===== src/rtl/tasw_pkg.sv =====
// Package with register map, field layout and mode codes for the switch
package tasw_pkg;

  // ****************************************************************
  // Register map
  // ****************************************************************
  localparam logic [7:0] FAST_ROUTING_ADDR = 8'h00;
  localparam logic [7:0] SIDE_ROUTING_ADDR = 8'h01;
  localparam logic [7:0] FAST_ROUTING_RST  = 8'h40;
  localparam logic [7:0] SIDE_ROUTING_RST  = 8'h40;
  localparam logic [7:0] UNMAPPED_RDATA    = 8'h00;

  // ****************************************************************
  // Field layout, same in both registers
  // ****************************************************************
  localparam int ON_BIT    = 6;
  localparam int MODE_HI   = 5;
  localparam int MODE_LO   = 4;
  localparam int PICK_HI   = 3;
  localparam int PICK_LO   = 0;
  localparam int LANES     = 4;
  localparam int CHANNELS  = 16;
  localparam int SEL_W     = LANES * CHANNELS;

  // ****************************************************************
  // Routing modes and strap phase
  // ****************************************************************
  typedef enum logic [1:0] {
    MODE_QUAD    = 2'b00,
    MODE_DUAL    = 2'b01,
    MODE_SINGLE  = 2'b10,
    MODE_ILLEGAL = 2'b11
  } tasw_mode_t;

  typedef enum logic {
    PH_STRAP  = 1'b0,
    PH_SERIAL = 1'b1
  } tasw_phase_t;

  // Flat channel index: source in the high pair, channel in the low pair
  function automatic logic [3:0] chan_idx(input logic [1:0] src,
                                          input logic [1:0] ch);
    chan_idx = {src, ch};
  endfunction : chan_idx

  function automatic logic [15:0] one_hot(input logic [3:0] idx);
    one_hot = 16'h0001 << idx;
  endfunction : one_hot

endpackage : tasw_pkg


===== src/rtl/tasw_route.sv =====
// Routing decode: turns enable, mode and source pick into per-lane selects
`timescale 1ns/100ps
module tasw_route #(
  parameter bit SIDE_MAP = 1'b0
) (
  // Configuration
  input  wire logic        on_i,
  input  wire logic [1:0]  mode_i,
  input  wire logic [3:0]  pick_i,
  // Lane k owns bits 16k+15 .. 16k, one-hot over channels A0..D3
  output logic      [63:0] lane_sel_o
);

  always_comb begin
    lane_sel_o = '0;
    if (on_i) begin
      case (mode_i)
        tasw_pkg::MODE_QUAD: begin
          // Whole source to lanes 3..0, upper pick bits ignored
          for (int k = 0; k < 4; k++) begin
            lane_sel_o[k*16 +: 16] = tasw_pkg::one_hot(
              tasw_pkg::chan_idx(pick_i[1:0], 2'(k)));
          end
        end
        tasw_pkg::MODE_DUAL: begin
          if (SIDE_MAP) begin
            // A/B pair on lanes 1:0, C/D pair on lanes 3:2
            lane_sel_o[15:0]  = tasw_pkg::one_hot(
              tasw_pkg::chan_idx({1'b0, pick_i[2]}, pick_i[1:0]));
            lane_sel_o[31:16] = lane_sel_o[15:0];
            lane_sel_o[47:32] = tasw_pkg::one_hot(
              tasw_pkg::chan_idx({1'b1, pick_i[2]}, pick_i[1:0]));
            lane_sel_o[63:48] = lane_sel_o[47:32];
          end else begin
            // Lower channel of the pair on lanes 1:0, higher on 3:2
            lane_sel_o[15:0]  = tasw_pkg::one_hot(
              tasw_pkg::chan_idx(pick_i[2:1], {pick_i[0], 1'b0}));
            lane_sel_o[31:16] = lane_sel_o[15:0];
            lane_sel_o[47:32] = tasw_pkg::one_hot(
              tasw_pkg::chan_idx(pick_i[2:1], {pick_i[0], 1'b1}));
            lane_sel_o[63:48] = lane_sel_o[47:32];
          end
        end
        tasw_pkg::MODE_SINGLE: begin
          // One of sixteen, carried on lane 0 only
          lane_sel_o[15:0] = tasw_pkg::one_hot(pick_i);
        end
        default: begin
          lane_sel_o = '0;
        end
      endcase
    end
  end

endmodule : tasw_route


===== src/rtl/tasw_switch_ctrl.sv =====
// Configuration registers and route control for the four-source switch
`timescale 1ns/100ps
// How it works
// - Fast enable low gives standby, lanes off
// - Fast mode 00 quad, 01 dual, 10 single
// - Fast mode write of 11 keeps old mode
// - Quad: pick bits 1:0 choose whole source
// - Dual: bits 2:1 source, bit 0 pair
// - Single: four pick bits choose one channel
// - Side enable low disconnects all side lines
// - Side mode codes match fast mode codes
// - Side mode write of 11 keeps old mode
// - Side quad: pick bits 1:0 choose source
// - Side dual: A/B and C/D line n pairs
// - Side single: four pick bits choose line
// - Fast register at 0x00, resets to 0x40
// - Straps load quad config before serial access
module tasw_switch_ctrl (
  // Clock and reset
  input  wire logic        clk_i,
  input  wire logic        rst_i,
  // Decoded serial register access
  input  wire logic        reg_wr_i,
  input  wire logic        reg_rd_i,
  input  wire logic [7:0]  reg_addr_i,
  input  wire logic [7:0]  reg_wdata_i,
  output logic      [7:0]  reg_rdata_o,
  // Strap pins
  input  wire logic        strap_use_i,
  input  wire logic        strap_fast_on_i,
  input  wire logic [1:0]  strap_source_pick_i,
  // Switch controls
  output logic             fast_standby_o,
  output logic      [63:0] fast_lane_sel_o,
  output logic      [63:0] side_common_lines_o
);

  // ****************************************************************
  // Strap synchronisers
  // ****************************************************************
  logic [3:0] strap_meta_r;
  logic [3:0] strap_sync_r;
  logic [3:0] strap_meta_nxt;
  logic [3:0] strap_sync_nxt;

  always_comb begin
    strap_meta_nxt = {strap_use_i, strap_fast_on_i, strap_source_pick_i};
    strap_sync_nxt = strap_meta_r;
  end

  always_ff @(posedge clk_i) begin
    if (rst_i) begin
      strap_meta_r <= 4'h0;
      strap_sync_r <= 4'h0;
    end else begin
      strap_meta_r <= strap_meta_nxt;
      strap_sync_r <= strap_sync_nxt;
    end
  end

  // ****************************************************************
  // Configuration registers
  // ****************************************************************
  tasw_pkg::tasw_phase_t phase_r;
  tasw_pkg::tasw_phase_t phase_nxt;
  logic [7:0]            fast_path_routing_r;
  logic [7:0]            fast_path_routing_nxt;
  logic [7:0]            side_path_routing_r;
  logic [7:0]            side_path_routing_nxt;
  logic [7:0]            reg_rdata_nxt;
  logic [7:0]            strap_fast_val;
  logic [7:0]            strap_side_val;

  // Enable and pick always land; an illegal mode leaves the old one
  function automatic logic [7:0] apply_write(input logic [7:0] old_v,
                                             input logic [7:0] wr_v);
    logic [1:0] mode;
    mode = wr_v[tasw_pkg::MODE_HI:tasw_pkg::MODE_LO];
    if (mode == tasw_pkg::MODE_ILLEGAL) begin
      mode = old_v[tasw_pkg::MODE_HI:tasw_pkg::MODE_LO];
    end
    apply_write = {1'b0, wr_v[tasw_pkg::ON_BIT], mode,
                   wr_v[tasw_pkg::PICK_HI:tasw_pkg::PICK_LO]};
  endfunction : apply_write

  always_comb begin
    // Strap image: quad mode, side switch on, one pick for both
    strap_fast_val = {1'b0, strap_sync_r[2], tasw_pkg::MODE_QUAD,
                      2'b00, strap_sync_r[1:0]};
    strap_side_val = {1'b0, 1'b1, tasw_pkg::MODE_QUAD,
                      2'b00, strap_sync_r[1:0]};
    phase_nxt             = phase_r;
    fast_path_routing_nxt = fast_path_routing_r;
    side_path_routing_nxt = side_path_routing_r;
    reg_rdata_nxt         = reg_rdata_o;
    if (reg_wr_i || reg_rd_i) begin
      // First serial access closes the strap window for good
      phase_nxt = tasw_pkg::PH_SERIAL;
    end else if (phase_r == tasw_pkg::PH_STRAP && strap_sync_r[3]) begin
      fast_path_routing_nxt = strap_fast_val;
      side_path_routing_nxt = strap_side_val;
    end
    if (reg_wr_i) begin
      case (reg_addr_i)
        tasw_pkg::FAST_ROUTING_ADDR: begin
          fast_path_routing_nxt = apply_write(fast_path_routing_r,
                                              reg_wdata_i);
        end
        tasw_pkg::SIDE_ROUTING_ADDR: begin
          side_path_routing_nxt = apply_write(side_path_routing_r,
                                              reg_wdata_i);
        end
        default: begin
          fast_path_routing_nxt = fast_path_routing_nxt;
        end
      endcase
    end
    if (reg_rd_i) begin
      case (reg_addr_i)
        tasw_pkg::FAST_ROUTING_ADDR: begin
          reg_rdata_nxt = fast_path_routing_r;
        end
        tasw_pkg::SIDE_ROUTING_ADDR: begin
          reg_rdata_nxt = side_path_routing_r;
        end
        default: begin
          reg_rdata_nxt = tasw_pkg::UNMAPPED_RDATA;
        end
      endcase
    end
  end

  always_ff @(posedge clk_i) begin
    if (rst_i) begin
      phase_r             <= tasw_pkg::PH_STRAP;
      fast_path_routing_r <= tasw_pkg::FAST_ROUTING_RST;
      side_path_routing_r <= tasw_pkg::SIDE_ROUTING_RST;
      reg_rdata_o         <= 8'h00;
    end else begin
      phase_r             <= phase_nxt;
      fast_path_routing_r <= fast_path_routing_nxt;
      side_path_routing_r <= side_path_routing_nxt;
      reg_rdata_o         <= reg_rdata_nxt;
    end
  end

  // ****************************************************************
  // Route decode, one instance per switch
  // ****************************************************************
  logic [63:0] fast_sel;
  logic [63:0] side_sel;

  tasw_route #(
    .SIDE_MAP (1'b0)
  ) u_fast_route (
    .on_i       (fast_path_routing_r[tasw_pkg::ON_BIT]),
    .mode_i     (fast_path_routing_r[tasw_pkg::MODE_HI:tasw_pkg::MODE_LO]),
    .pick_i     (fast_path_routing_r[tasw_pkg::PICK_HI:tasw_pkg::PICK_LO]),
    .lane_sel_o (fast_sel)
  );

  // Same mode codes, different dual pairing on the side switch
  tasw_route #(
    .SIDE_MAP (1'b1)
  ) u_side_route (
    .on_i       (side_path_routing_r[tasw_pkg::ON_BIT]),
    .mode_i     (side_path_routing_r[tasw_pkg::MODE_HI:tasw_pkg::MODE_LO]),
    .pick_i     (side_path_routing_r[tasw_pkg::PICK_HI:tasw_pkg::PICK_LO]),
    .lane_sel_o (side_sel)
  );

  // ****************************************************************
  // Registered switch controls
  // ****************************************************************
  logic        fast_standby_nxt;
  logic [63:0] fast_lane_sel_nxt;
  logic [63:0] side_common_lines_nxt;

  always_comb begin
    fast_standby_nxt      = ~fast_path_routing_r[tasw_pkg::ON_BIT];
    fast_lane_sel_nxt     = fast_sel;
    side_common_lines_nxt = side_sel;
  end

  // Registered so switches never see decode glitches
  always_ff @(posedge clk_i) begin
    if (rst_i) begin
      fast_standby_o      <= 1'b0;
      fast_lane_sel_o     <= 64'h0000_0000_0000_0000;
      side_common_lines_o <= 64'h0000_0000_0000_0000;
    end else begin
      fast_standby_o      <= fast_standby_nxt;
      fast_lane_sel_o     <= fast_lane_sel_nxt;
      side_common_lines_o <= side_common_lines_nxt;
    end
  end

  // ****************************************************************
  // Assertions
  // ****************************************************************
  a_fast_standby_off: assert property (
    @(posedge clk_i) disable iff (rst_i)
    !fast_path_routing_r[6] |=> fast_standby_o && fast_lane_sel_o == '0
  ) else $error("fast lanes not off in standby");

  a_fast_on_lanes: assert property (
    @(posedge clk_i) disable iff (rst_i)
    fast_path_routing_r[6]
    |=> !fast_standby_o && fast_lane_sel_o[15:0] != '0
  ) else $error("fast lanes not on while enabled");

  a_fast_mode_keep: assert property (
    @(posedge clk_i) disable iff (rst_i)
    reg_wr_i && reg_addr_i == 8'h00 && reg_wdata_i[5:4] == 2'b11
    |=> fast_path_routing_r[5:4] == $past(fast_path_routing_r[5:4])
        && fast_path_routing_r[3:0] == $past(reg_wdata_i[3:0])
        && fast_path_routing_r[6] == $past(reg_wdata_i[6])
  ) else $error("illegal fast mode write mishandled");

  a_side_mode_keep: assert property (
    @(posedge clk_i) disable iff (rst_i)
    reg_wr_i && reg_addr_i == 8'h01 && reg_wdata_i[5:4] == 2'b11
    |=> side_path_routing_r[5:4] == $past(side_path_routing_r[5:4])
        && side_path_routing_r[3:0] == $past(reg_wdata_i[3:0])
        && side_path_routing_r[6] == $past(reg_wdata_i[6])
  ) else $error("illegal side mode write mishandled");

  a_fast_quad_map: assert property (
    @(posedge clk_i) disable iff (rst_i)
    fast_path_routing_r[6] && fast_path_routing_r[5:4] == 2'b00
    |=> fast_lane_sel_o[63:48] ==
        16'h0001 << {$past(fast_path_routing_r[1:0]), 2'b11}
        && !fast_standby_o
  ) else $error("quad routing lane 3 wrong");

  a_fast_dual_map: assert property (
    @(posedge clk_i) disable iff (rst_i)
    fast_path_routing_r[6] && fast_path_routing_r[5:4] == 2'b01
    |=> fast_lane_sel_o[47:32] ==
        16'h0001 << {$past(fast_path_routing_r[2:0]), 1'b1}
  ) else $error("dual routing high pair wrong");

  a_fast_single_map: assert property (
    @(posedge clk_i) disable iff (rst_i)
    fast_path_routing_r[6] && fast_path_routing_r[5:4] == 2'b10
    |=> fast_lane_sel_o[15:0] ==
        16'h0001 << $past(fast_path_routing_r[3:0])
        && fast_lane_sel_o[63:16] == '0
  ) else $error("single routing wrong");

  a_side_off_map: assert property (
    @(posedge clk_i) disable iff (rst_i)
    !side_path_routing_r[6] |=> side_common_lines_o == '0
  ) else $error("side lines connected while off");

  a_side_quad_map: assert property (
    @(posedge clk_i) disable iff (rst_i)
    side_path_routing_r[6] && side_path_routing_r[5:4] == 2'b00
    |=> side_common_lines_o[31:16] ==
        16'h0001 << {$past(side_path_routing_r[1:0]), 2'b01}
  ) else $error("side quad routing lane 1 wrong");

  a_side_dual_map: assert property (
    @(posedge clk_i) disable iff (rst_i)
    side_path_routing_r[6] && side_path_routing_r[5:4] == 2'b01
    |=> side_common_lines_o[63:48] == 16'h0001 <<
        {1'b1, $past(side_path_routing_r[2:0])}
        && side_common_lines_o[15:0] == 16'h0001 <<
        {1'b0, $past(side_path_routing_r[2:0])}
  ) else $error("side dual pairing wrong");

  a_side_single_map: assert property (
    @(posedge clk_i) disable iff (rst_i)
    side_path_routing_r[6] && side_path_routing_r[5:4] == 2'b10
    |=> side_common_lines_o[15:0] ==
        16'h0001 << $past(side_path_routing_r[3:0])
        && side_common_lines_o[63:16] == '0
  ) else $error("side single routing wrong");

  a_reset_values: assert property (
    @(posedge clk_i)
    $past(rst_i) && rst_i |-> fast_path_routing_r == 8'h40
    && side_path_routing_r == 8'h40 && phase_r == tasw_pkg::PH_STRAP
  ) else $error("reset value wrong");

  a_read_fast: assert property (
    @(posedge clk_i) disable iff (rst_i)
    reg_rd_i && reg_addr_i == 8'h00
    |=> reg_rdata_o == $past(fast_path_routing_r)
  ) else $error("fast register read data wrong");

  a_side_write_only: assert property (
    @(posedge clk_i) disable iff (rst_i)
    reg_wr_i && reg_addr_i == 8'h01
    |=> $stable(fast_path_routing_r)
  ) else $error("side write disturbed fast config");

  a_strap_load: assert property (
    @(posedge clk_i) disable iff (rst_i)
    phase_r == tasw_pkg::PH_STRAP && strap_sync_r[3]
    && !reg_wr_i && !reg_rd_i
    |=> side_path_routing_r == {6'b010000, $past(strap_sync_r[1:0])}
        && fast_path_routing_r == {1'b0, $past(strap_sync_r[2]),
           4'b0000, $past(strap_sync_r[1:0])}
  ) else $error("strap configuration not loaded");

  a_strap_closed: assert property (
    @(posedge clk_i) disable iff (rst_i)
    phase_r == tasw_pkg::PH_SERIAL && !reg_wr_i
    |=> $stable(fast_path_routing_r) && $stable(side_path_routing_r)
  ) else $error("config changed without a write");

endmodule : tasw_switch_ctrl


===== config.mk =====
export PLATFORM = sky130hd
export DESIGN_NAME = tasw_switch_ctrl
export DESIGN_NICKNAME = d
export VERILOG_FILES = /design/src/rtl/tasw_pkg.sv /design/src/rtl/tasw_route.sv /design/src/rtl/tasw_switch_ctrl.sv
export SDC_FILE = /design/constraint.sdc
export NUM_CORES = 1
export LEC_CHECK = 0
export BUFFER_PORTS_ARGS = -buffer_cell sky130_fd_sc_hd__clkbuf_2
export CAP_MARGIN = 0
export CORE_MARGIN = 2
export CORE_UTILIZATION = 52
export CTS_CLUSTER_SIZE = 16
export DETAILED_ROUTE_END_ITERATION = 6
export PLACE_DENSITY = 0.83
export SLEW_MARGIN = 20
export SYNTH_ARGS = -nofsm -noshare
export SYNTH_HDL_FRONTEND = slang
export SYNTH_SLANG_ARGS = --single-unit

===== constraint.sdc =====
create_clock -name clk_i -period 3.6 [get_ports clk_i]
set_clock_uncertainty 0.05 [all_clocks]
set_input_delay 1.08 -clock clk_i [delete_from_list [all_inputs] [get_ports clk_i]]
set_output_delay 1.08 -clock clk_i [all_outputs]
set_load 0.05 [all_outputs]

==> flow_metrics.py <==
metrics = {
    "yosys": {
        "yosys.cell_types.count": 47,
        "synth_top_area_cell": "dfxtp_1",
        "synth_edf_count": 0,
        "synth_top_area_share_pct": 49.4,
        "postSynthCellCount": 435,
        "synth_ff_type": "dfxtp_1",
        "synth_area_per_cell_um2": 9.31,
        "ys_ff_latch": 100,
        "async_flop_share_pct": 0,
        "yosysSeqAreaShare_pct": 49.4,
        "syn_area_mm2": 0.00405,
        "yosysWarnings": 0,
        "synthTopCellsByArea": "dfxtp_1 49%, buf_4 12%, nor2_1 5.9%, a21oi_1 3.0%, nor2b_1 2.9%",
    },
    "route": {
        "vias": 3150,
        "first_pass_iters": 4,
        "ant_nets": 0,
        "drtIter0Drc": 113,
        "drc": 0,
        "vias_per_cell": 5.04,
        "wirelength_mm": 8.22,
        "wire_per_inst_um": 13.1,
    },
    "layout": {
        "drive_gt1_share_pct": 30.8,
        "nets": 542,
        "stdcell_area_mm2": 0.00458,
        "antennaDiodeCount": 0,
        "post-route-util_pct": 59.8,
        "syn2layout_area_growth_pct": 12.9,
    },
    "floorplan": {
        "fp.dieW_um": 92.3,
        "die_h_um": 92.3,
        "start_util_pct": 53.0,
        "boundaryPins": 161,
        "core_area_mm2": 0.00765,
        "std_cell_rows": 32,
        "die-area_mm2": 0.00851,
    },
    "placement": {
        "gp_congestion": 0.801,
        "port_buffers": 125,
        "preCtsSetupSlack_ps": 990,
        "dp_hpwl_mm": 5.90,
        "dpl-instance-area_mm2": 0.00435,
    },
    "sta": {
        "max_slew_margin_pct": 56.5,
        "post-route-period-util_pct": 63.1,
        "setup-tns-final_ps": 0,
        "drv_slew": 0,
        "clock.fmax_mhz": 440,
        "finalSetupViolCount": 0,
        "timing.final.ws_setup_ps": 1330,
        "hold_viol": 0,
        "period_minus_slack_ps": 2270,
        "rsz0062_at_grt": "no",
        "holdWs_ps": 397,
        "worst_slew_pin_slew_ps": 652,
    },
    "clock_tree": {
        "cts_buffers": 9,
        "clk_pin_slew_worst_paths_ps": 100,
        "cts_tree": "done",
        "cts_sinks": 100,
        "cts_root_buf": "clkbuf_8",
        "post_cts_resized": 0,
        "clk_path_buf_depth": 2,
        "cts_setup_buffers": 0,
        "hold_buffers": 0,
        "htreeDepth": 3,
        "clk_latency_ps": 370,
    },
    "min_path": {
        "holdPathStages": 1,
        "min_path_type": "reg -> reg",
        "hold_start": "strap_meta_r[1]",
        "hold_path_end": "strap_sync_r[1]",
    },
    "pwr": {
        "power_frac_comb_pct": 8.8,
        "power_density_mw_per_mm2": 463,
        "clkPwrFrac_pct": 38.0,
        "p_int_uw": 1550,
        "p_switching_uw": 564,
        "leakage_uw": 0.00200,
        "p_sw_share_pct": 26.6,
        "ir_drop_mv": 0.218,
        "p_seq_share_pct": 53.2,
    },
    "job": {
        "maxCapViolCount": 0,
    },
    "setup_path": {
        "slowest_stage": "nor4b_1",
        "crit_arrival_ps": 2520,
        "crit_required_ps": 3850,
        "crit_path_end_kind": "register",
        "r2r_end": "fast_lane_sel_o[1]",
        "r2r_setup_slack_ps": 1810,
        "r2r_start": "fast_path_routing_r[0]",
        "reg2reg_depth": 3,
        "path_max_fanout": 8,
        "critPathKind": "in -> reg",
        "slowest_delay_ps": 500,
        "start_kind": "input port",
        "path_cells": "clkbuf_2 > nor4b_1 > and2_1 > a22oi_2 > a211oi_2",
    },
    "status": {
        "status": "finished clean",
    },
    "global_routing": {
        "antenna_found_initial": 0,
        "grt_first_pass_wirelength_mm": 13.0,
        "gr-total-overflow": 0,
        "grt_pass1_vias": 2686,
        "grt_start_max_net_pins": 37,
        "grtUsageTotal_pct": 19.1,
    },
}
## through the flow
stage                     instances  total power [µW]
after global placement          609              1340
after global routing            625              2190
after CTS                       625              2130
after floorplan                 468              1340
after detailed placement        609              1340
final                           625              2120
## metal layers
| layer | vias to the layer above | part of all wire (%) | GRT usage [%] |
|---|---|---|---|
| li1 | 1533 | - | - |
| met1 | 1457 | 44 | 25.5 |
| met2 | 148 | 48 | 30.9 |
| met3 | 12 | 6.4 | 4.19 |
| met4 | 0 | 1.6 | 6.34 |
| met5 | - | 0 | 0 |
## flip-flops by register name (all words and copies together) (netlist names)
| register | count |
|---|---|
| fast_lane_sel_o | 32 |
| fast_path_routing_r | 8 |
| fast_standby_o | 1 |
| phase_r | 1 |
| reg_rdata_o | 8 |
| side_common_lines_o | 34 |
| side_path_routing_r | 8 |
| strap_meta_r | 4 |
| strap_sync_r | 4 |
## cells in the final DEF, fill, tap and decap left out, drive strengths merged, types with 2 or more instances in the layout
| cell | synthesis | layout |
|---|---|---|
| a211oi | 11 | 11 |
| a21oi | 24 | 24 |
| a22oi | 10 | 10 |
| a31oi | 3 | 3 |
| and2 | 2 | 2 |
| and3 | 4 | 4 |
| bufinv | 0 | 2 |
| clkbuf | 9 | 134 |
| clkinv | 0 | 2 |
| conb | 1 | 34 |
| dfxtp | 100 | 100 |
| inv | 4 | 7 |
| mux2i | 2 | 2 |
| nand2 | 21 | 21 |
| nand2b | 9 | 9 |
| nand3 | 16 | 16 |
| nand3b | 2 | 2 |
| nor2 | 64 | 64 |
| nor2b | 19 | 19 |
| nor3 | 19 | 19 |
| nor3b | 2 | 2 |
| nor4b | 2 | 2 |
| o211ai | 4 | 4 |
| o21a | 2 | 2 |
| o21ai | 2 | 2 |
| o21bai | 2 | 2 |
| o22a | 4 | 4 |
| or3 | 4 | 4 |
| or4b | 2 | 2 |
## area by class of cell
type	count	area, µm²
inverters	4	15.0
well taps	102	128
clock inverters	7	106
fillers	716	3070
flip-flops and latches	100	2000
clock buffers	9	124
multi-input cells	277	1570
repair buffers	126	633
## critical path: cells and delay by family
kind	cells	cell delay, ps
AOI/OAI and AO/OA	2	360
buffers and inverters	1	90
and+or+nand+nor	2	990
## cell usage after synthesis (8+ instances only)
cell type / number
buf_2: 10
clkbuf_1: 9
a22oi_2: 8
dfxtp_1: 100
nor2b_1: 19
nand2b_1: 9
a21oi_1: 24
nor2_1: 64
a211oi_2: 8
nand2_1: 21
nor3_1: 19
buf_4: 63
nand3_1: 16
## power by group through the flow
stage / combinational, µW / sequential (µW) / clock (µW)
after detailed placement: 185 / 1150 / 0
after global routing: 195 / 1130 / 869
after global placement: 182 / 1150 / 0
final: 186 / 1130 / 805
after CTS: 186 / 1130 / 813
after floorplan: 154 / 1180 / 0
## worst max-delay path by stage
stage | to | from
finish | reg_rdata_o[1] | reg_addr_i[1]
global route | reg_rdata_o[1] | reg_addr_i[1]
CTS | reg_rdata_o[5] | reg_addr_i[1]
detailed placement | reg_rdata_o[5] | reg_addr_i[5]
global placement | reg_rdata_o[1] | reg_addr_i[1]
floorplan | reg_rdata_o[4] | reg_addr_i[1]
## kinds of logic (layout without fill, tap and decap cells)
kind of cell    after synthesis  in the layout  share of synthesized area, %
simple gates                174            174                          22.0
other cells                   1             34                        0.0926
mux                           3              3                         0.772
buf+inv                      91            146                          14.9
compound gates               66             66                          12.8
flops                       100            100                          49.4
No activity file was read; power rests on OpenSTA's default activity.
